### src/reset_cause_params.svh
`ifndef RESET_CAUSE_PARAMS_SVH
`define RESET_CAUSE_PARAMS_SVH

// register addresses on the device address bus
`define RCF_ADDR        16'h1800
`define DFR_ADDR        16'h1801

// reset_cause_flags bit positions
`define RCF_POR_BIT     7
`define RCF_PIN_BIT     6
`define RCF_WDOG_BIT    5
`define RCF_OPC_BIT     4
`define RCF_ADR_BIT     3
`define RCF_LVD_BIT     1
`define RCF_IMPL_MASK   8'hFA
`define RCF_POR_VALUE   8'h82
`define RCF_LVD_VALUE   8'h02

// debug_forced_reset_ctrl bit position and read value
`define DFR_FORCE_BIT   0
`define DFR_READ_VALUE  8'h00

// cycles the system reset output is held
`define HOLD_CYCLES     6'h20
`define HOLD_ONE        6'h01

// synchroniser reset pattern {mode pin, reset pin_n, lvd trip, por}
`define SYNC_RESET      4'hC

`endif

### src/reset_cause_pkg.sv
package reset_cause_pkg;

  typedef struct packed {
    logic        rd;
    logic        wr;
    logic        from_debug;
    logic [15:0] addr;
    logic [7:0]  wdata;
  } reg_access_t;

  typedef struct packed {
    logic low_voltage_reset_enable;
    logic watchdog_enable_setting;
    logic stop_allow_setting;
    logic background_mode_allow;
    logic watchdog_window_select;
  } sys_settings_t;

  typedef struct packed {
    logic wdog_timeout;
    logic wdog_late_window;
    logic bad_opcode;
    logic stop_exec;
    logic enter_background_instruction_exec;
    logic bad_address;
  } core_events_t;

  typedef enum logic [0:0] {
    ST_RUN,
    ST_HOLD
  } seq_state_t;

endpackage

### src/pin_sync.sv
`include "reset_cause_params.svh"

module pin_sync (
  // clock and reset
  input  wire logic       mclk_i,
  input  wire logic       srst_i,
  // raw and synchronised levels
  input  wire logic [3:0] raw_i,
  output logic      [3:0] sync_o
);

  logic [3:0] stage1_reg;
  logic [3:0] stage2_reg;

  // first stage feeds only the second stage
  always_ff @(posedge mclk_i) begin
    if (srst_i) begin
      stage1_reg <= `SYNC_RESET;
      stage2_reg <= `SYNC_RESET;
    end else begin
      stage1_reg <= raw_i;
      stage2_reg <= stage1_reg;
    end
  end

  assign sync_o = stage2_reg;

endmodule

### src/reset_cause_ctrl.sv
// Notes on behaviour
// - read-only register shows which source caused the latest reset
// - debug-forced reset leaves every cause flag cleared
// - any write to cause register restarts watchdog; flags unchanged except after an early windowed write
// - power-on sets bits 7 and 1, clears the rest
// - enabled low-voltage trip resets, sets bit 1, bit 7 unchanged
// - other resets clear bits 7,1; set active bits 6..3, clear others
// - bit 6 marks reset from low level on external reset pin
// - bit 5 marks watchdog timeout; ignored when watchdog disabled
// - bit 4 marks bad opcode, disallowed stop or background instruction
// - bit 3 marks access to unimplemented data or code address
// - debug-force register reads 0x00 and ignores program writes
// - debug write of 1 to bit 0 forces full device reset
// - windowed watchdog: cause-register write before last quarter resets
`include "reset_cause_params.svh"

module reset_cause_ctrl (
  // clock and reset
  input  wire logic                          mclk_i,
  input  wire logic                          srst_i,
  // register access from cpu or serial debug
  input  wire reset_cause_pkg::reg_access_t  acc_i,
  output logic                        [7:0]  rd_data_o,
  // configuration and core events
  input  wire reset_cause_pkg::sys_settings_t set_i,
  input  wire reset_cause_pkg::core_events_t  evt_i,
  // pins and analog detectors
  input  wire logic                          por_i,
  input  wire logic                          lvd_trip_i,
  input  wire logic                          reset_pin_n_i,
  input  wire logic                          background_mode_select_pin_i,
  // system reset and mode
  output logic                               system_reset_o,
  output logic                               wdog_restart_o,
  output logic                               background_mode_o
);

  import reset_cause_pkg::*;

  function automatic logic addr_hit(input logic [15:0] a,
                                    input logic [15:0] target);
    addr_hit = (a == target);
  endfunction

  // flags for resets other than power-on and low voltage
  function automatic logic [7:0] other_flags(input logic pin,
                                             input logic wdog,
                                             input logic opc,
                                             input logic adr,
                                             input logic force_dbg);
    logic [7:0] f;
    f = 8'h00;
    f[`RCF_PIN_BIT]  = pin;
    f[`RCF_WDOG_BIT] = wdog;
    f[`RCF_OPC_BIT]  = opc;
    f[`RCF_ADR_BIT]  = adr;
    // a forced reset must not look like any other source
    if (force_dbg) begin
      f = 8'h00;
    end
    other_flags = f;
  endfunction

  // low voltage keeps the power-on mark and adds its own
  function automatic logic [7:0] lvd_flags(input logic [7:0] old);
    lvd_flags = (old & (8'h01 << `RCF_POR_BIT)) | `RCF_LVD_VALUE;
  endfunction

  logic [3:0] pins_sync;
  logic       por_s;
  logic       lvd_s;
  logic       pin_n_s;
  logic       mode_s;

  pin_sync u_sync (
    .mclk_i (mclk_i),
    .srst_i (srst_i),
    .raw_i  ({background_mode_select_pin_i, reset_pin_n_i, lvd_trip_i,
              por_i}),
    .sync_o (pins_sync)
  );

  assign por_s   = pins_sync[0];
  assign lvd_s   = pins_sync[1];
  assign pin_n_s = pins_sync[2];
  assign mode_s  = pins_sync[3];

  seq_state_t state_reg;
  seq_state_t state_next;
  logic [5:0] hold_reg;
  logic [5:0] hold_next;
  logic [7:0] flags_reg;
  logic [7:0] flags_next;
  logic       forced_reg;
  logic       forced_next;
  logic       bdm_reg;
  logic       bdm_next;
  logic       rst_out_reg;
  logic       rst_out_next;
  logic       restart_reg;
  logic       restart_next;
  logic [7:0] rdata_reg;
  logic [7:0] rdata_next;

  logic       rcf_wr;
  logic       dfr_force;
  logic       src_pin;
  logic       src_wdog;
  logic       src_opc;
  logic       src_adr;
  logic       src_lvd;
  logic       other_any;

  always_comb begin
    rcf_wr    = acc_i.wr && addr_hit(acc_i.addr, `RCF_ADDR);
    // program writes never reach the force bit
    dfr_force = acc_i.wr && acc_i.from_debug
                && addr_hit(acc_i.addr, `DFR_ADDR)
                && acc_i.wdata[`DFR_FORCE_BIT];
    src_pin   = !pin_n_s;
    // early service write counts as a watchdog failure
    src_wdog  = set_i.watchdog_enable_setting
                && (evt_i.wdog_timeout
                    || (rcf_wr && set_i.watchdog_window_select
                        && !evt_i.wdog_late_window));
    src_opc   = evt_i.bad_opcode
                || (evt_i.stop_exec && !set_i.stop_allow_setting)
                || (evt_i.enter_background_instruction_exec
                    && !set_i.background_mode_allow);
    src_adr   = evt_i.bad_address;
    src_lvd   = lvd_s && set_i.low_voltage_reset_enable;
    other_any = src_pin || src_wdog || src_opc || src_adr || dfr_force;
  end

  always_comb begin
    state_next   = state_reg;
    hold_next    = hold_reg;
    flags_next   = flags_reg;
    forced_next  = forced_reg;
    bdm_next     = bdm_reg;
    rst_out_next = rst_out_reg;
    restart_next = rcf_wr;
    // reads of the force register and unmapped addresses give zero
    rdata_next   = `DFR_READ_VALUE;
    if (acc_i.rd && addr_hit(acc_i.addr, `RCF_ADDR)) begin
      rdata_next = flags_reg & `RCF_IMPL_MASK;
    end
    // priority: power-on, then low voltage, then the rest
    if (por_s) begin
      flags_next  = `RCF_POR_VALUE;
      forced_next = 1'b0;
    end else if (src_lvd) begin
      flags_next  = lvd_flags(flags_reg);
      forced_next = 1'b0;
    end else if (state_reg == ST_RUN && other_any) begin
      flags_next  = other_flags(src_pin, src_wdog, src_opc, src_adr,
                                dfr_force);
      forced_next = dfr_force;
    end
    // sources seen during the hold are dropped; por and lvd retrigger
    if (por_s || src_lvd || (state_reg == ST_RUN && other_any)) begin
      state_next   = ST_HOLD;
      hold_next    = `HOLD_CYCLES;
      rst_out_next = 1'b1;
    end else begin
      case (state_reg)
        ST_RUN: begin
          rst_out_next = 1'b0;
        end
        ST_HOLD: begin
          // reset pin held low keeps the device in reset
          if (src_pin) begin
            hold_next = `HOLD_CYCLES;
          end else if (hold_reg == `HOLD_ONE) begin
            state_next   = ST_RUN;
            rst_out_next = 1'b0;
            // after a forced reset the mode pin level at release picks user or debug mode; other resets give user mode
            bdm_next    = forced_reg ? !mode_s : 1'b0;
            forced_next = 1'b0;
          end else begin
            hold_next = hold_reg - `HOLD_ONE;
          end
        end
        default: begin
          state_next = ST_RUN;
        end
      endcase
    end
  end

  // srst_i counts as power-on, so the flags leave it at 0x82
  always_ff @(posedge mclk_i) begin
    if (srst_i) begin
      state_reg   <= ST_HOLD;
      hold_reg    <= `HOLD_CYCLES;
      flags_reg   <= `RCF_POR_VALUE;
      forced_reg  <= 1'b0;
      bdm_reg     <= 1'b0;
      rst_out_reg <= 1'b1;
      restart_reg <= 1'b0;
      rdata_reg   <= 8'h00;
    end else begin
      state_reg   <= state_next;
      hold_reg    <= hold_next;
      flags_reg   <= flags_next;
      forced_reg  <= forced_next;
      bdm_reg     <= bdm_next;
      rst_out_reg <= rst_out_next;
      restart_reg <= restart_next;
      rdata_reg   <= rdata_next;
    end
  end

  assign rd_data_o         = rdata_reg;
  assign system_reset_o    = rst_out_reg;
  assign wdog_restart_o    = restart_reg;
  assign background_mode_o = bdm_reg;

endmodule

### config.mk
export PLATFORM = sky130hd
export DESIGN_NAME = reset_cause_ctrl
export DESIGN_NICKNAME = d
export VERILOG_FILES = /design/src/reset_cause_pkg.sv /design/src/pin_sync.sv /design/src/reset_cause_ctrl.sv
export VERILOG_INCLUDE_DIRS = /design/src
export SDC_FILE = /design/constraint.sdc
export NUM_CORES = 1
export LEC_CHECK = 0
export ABC_AREA = 1
export BUFFER_PORTS_ARGS = -buffer_cell sky130_fd_sc_hd__buf_2
export CAP_MARGIN = 15
export CORE_ASPECT_RATIO = 0.75
export CORE_MARGIN = 1.5
export CORE_UTILIZATION = 45
export DETAILED_ROUTE_END_ITERATION = 7
export GPL_ROUTABILITY_DRIVEN = 0
export PLACE_DENSITY = 0.87
export SLEW_MARGIN = 10
export SYNTH_ARGS = -nofsm -noshare
export SYNTH_HDL_FRONTEND = slang
export SYNTH_SLANG_ARGS = --single-unit
### constraint.sdc
create_clock -name mclk_i -period 1.6 [get_ports mclk_i]
set_input_delay 0.08 -clock mclk_i [delete_from_list [all_inputs] [get_ports mclk_i]]
set_output_delay 0.08 -clock mclk_i [all_outputs]
set_load 0.01 [all_outputs]
==> flow_summary.yaml <==
run_status:
  status: "finished clean"
floorplanning:
  dieWidth_um: 65.69
  ios: 55
  fp.dieArea_um2: 3285
  die_h_um: 50.02
  core-area_um2: 2703
  start_util: 0.4907
  num_rows: 16
worst_setup_path:
  required_ps: 1810
  critPathKind: "reg -> reg"
  cp_common_cell: "nand2_1"
  cp-end-kind: "flip-flop"
  cp_max_fo: 6
  slowest_stage: "dfxtp_1"
  cp_slowest_stage_delay_ps: 330
  arrival_ps: 1670
  cp_cell_sequence: "inv_1, ha_1, nand4_1, nand2_1, nor2_1, nand2_1, xor2_1, nor3_1"
  critPathLaunchType: "flip-flop"
clocking:
  clock_latency_ps: 280
  cts-htree-levels: 2
  post_cts_buffers: 0
  cts_resized: 0
  cts_buffers: 5
  cts_sinks: 31
  cts_tree: "done"
  path_clk_slew_ps: 60
  holdBufCountCts: 2
  clk_path_buf_depth: 2
  root_buffer: "clkbuf_8"
yosys:
  ys_warn_count: 0
  ys.flop_type: "dfxtp_1"
  ys_async_sr_fraction: 0
  synth_edf_count: 0
  postSynthCellCount: 171
  synth_xor_area_frac: 0.02642
  synth-compound-area-share: 0.05566
  syn_area_um2: 1326
  yosys.cell_count.top_type: "dfxtp_1"
  avgSynthCellArea_um2: 7.756
  synth_top_cell_area_share: 0.4679
  yosys.area.top_type: "dfxtp_1"
  ys_ff_latch: 31
  synth_top_family_by_area: "simple AND/OR/NAND/NOR gates"
  synth_mux_area_frac: 0
  ys_types: 30
  synth-simple-area-share: 0.3151
  synthTopCellsByArea: "dfxtp_1, nor2_1, inv_1"
  synth_common_cells: "dfxtp_1, nor2_1, inv_1"
  synth_seq_area_share: 0.4679
  yosys.area_share.adder: 0.01887
layout:
  fillers: 247
  final-seq-area_um2: 620.6
  syn2layout_area_growth_pct: 26.23
  drive_above_1_share: 0.3198
  diodes: 0
  stdcell_area_um2: 1674
  fin_nets: 268
  multi_input_area_um2: 559.3
timing:
  setup_slack_ps: 131.8
  fmax_mhz: 681.1
  period_needed_ps: 1468
  timing.setup.tns_ps: 0
  hold_slack_ps: 7.312
  grt_setup_unrepaired: "no"
  drv_slew: 0
  period_share: 0.9176
  setup_viol: 0
  finalClockSkew_ps: 3.911
  hold_viol: 0
pwr:
  power_density_nw_per_um2: 1060
  peakVddDrop_uv: 624.8
  leakage_nw: 0.8249
place:
  portBuffers: 45
  place_ws_ps: 166.8
  dpl_cell_area_um2: 1567
  dp_hpwl_um: 1982
detailed_routing:
  drc: 0
  final_antenna_net_count: 0
  wl_um: 2631
  drt-wirelength-per-cell_um: 10.20
  drtIter0Drc: 42
  drt-pass1-iter-count: 4
  avgViaCountPerCell: 4.484
  dr_total_vias: 1157
grt:
  grt_pass1_vias: 1146
  grt_max_degree: 13
  grt_pass1_wl_um: 4554
  antenna_found_initial: 0
  grt_overflow: 0
  gr-usage-all-layers: 0.1851
run:
  max_cap_viol_count: 0
min_path:
  min_path_type: "in -> reg"
[routing by layer]
layer	track usage	part of all wire	vias up
met3	0.07306	0.067	5
met4	0.07639	0.017	0
li1	-	-	619
met2	0.3081	0.48	35
met5	0	0	-
met1	0.2102	0.44	498
[worst max-delay path, delay by kind of cell, from the launching register on]
family	cells	cell delay, ps
simple gates	5	690
flops	1	330
fa+ha+maj	1	170
xor+xnor	1	140
buf+inv	1	70
[layout by cell type (no fill, tap or decap), drive strengths merged]
cell type	n
a21oi	4
buf	45
clkbuf	6
clkinv	2
conb	2
dfxtp	31
dlygate4sd3	2
ha	2
inv	30
nand2	26
nand3	6
nand3b	2
nand4	3
nor2	36
nor3	6
nor4	1
o211ai	1
o21ai	8
o22ai	1
or2	4
xnor2	1
xor2	3
[power breakdown]
part	switching, mW	total [mW]	internal [mW]
clock network	0.268	0.604	0.336
logic	0.170	0.312	0.141
registers	0.0312	0.859	0.828
total	0.469	1.77	1.31
[per-stage QoR]
stage	power, mW	std cells	util
2_1_floorplan	1.105	172	-
3_3_place_gp	1.170	249	0.5796
3_5_place_dp	1.182	249	0.5796
4_1_cts	1.788	258	0.6194
5_1_grt	1.877	258	0.6194
6_report	1.775	258	0.6194
[cells by family after synthesis]
group           after synthesis
flops                        31
buf+inv                      35
fa+ha+maj                     2
simple gates                 84
compound gates               14
xor+xnor                      4
other cells                   1
[worst paths after layout]
path                        start              endpoint  slack [ps]  depth (start not counted)
min reg2reg  u_sync.stage1_reg[3]      u_sync.sync_o[3]         410                          1
max                   hold_reg[1]           hold_reg[4]         130                          8
max reg2reg           hold_reg[1]           hold_reg[4]         130                          8
min                         por_i  u_sync.stage1_reg[0]           7                          3
[cell type report]
cell class,count,area share
clock inverters,1,0.002990
clock buffers,6,0.04933
repair buffers,47,0.1465
flip-flops and latches,31,0.3707
well taps,36,0.02691
inverters,31,0.06951
multi-input cells,106,0.3341
Note: power is estimated with default switching activity, not from simulation.
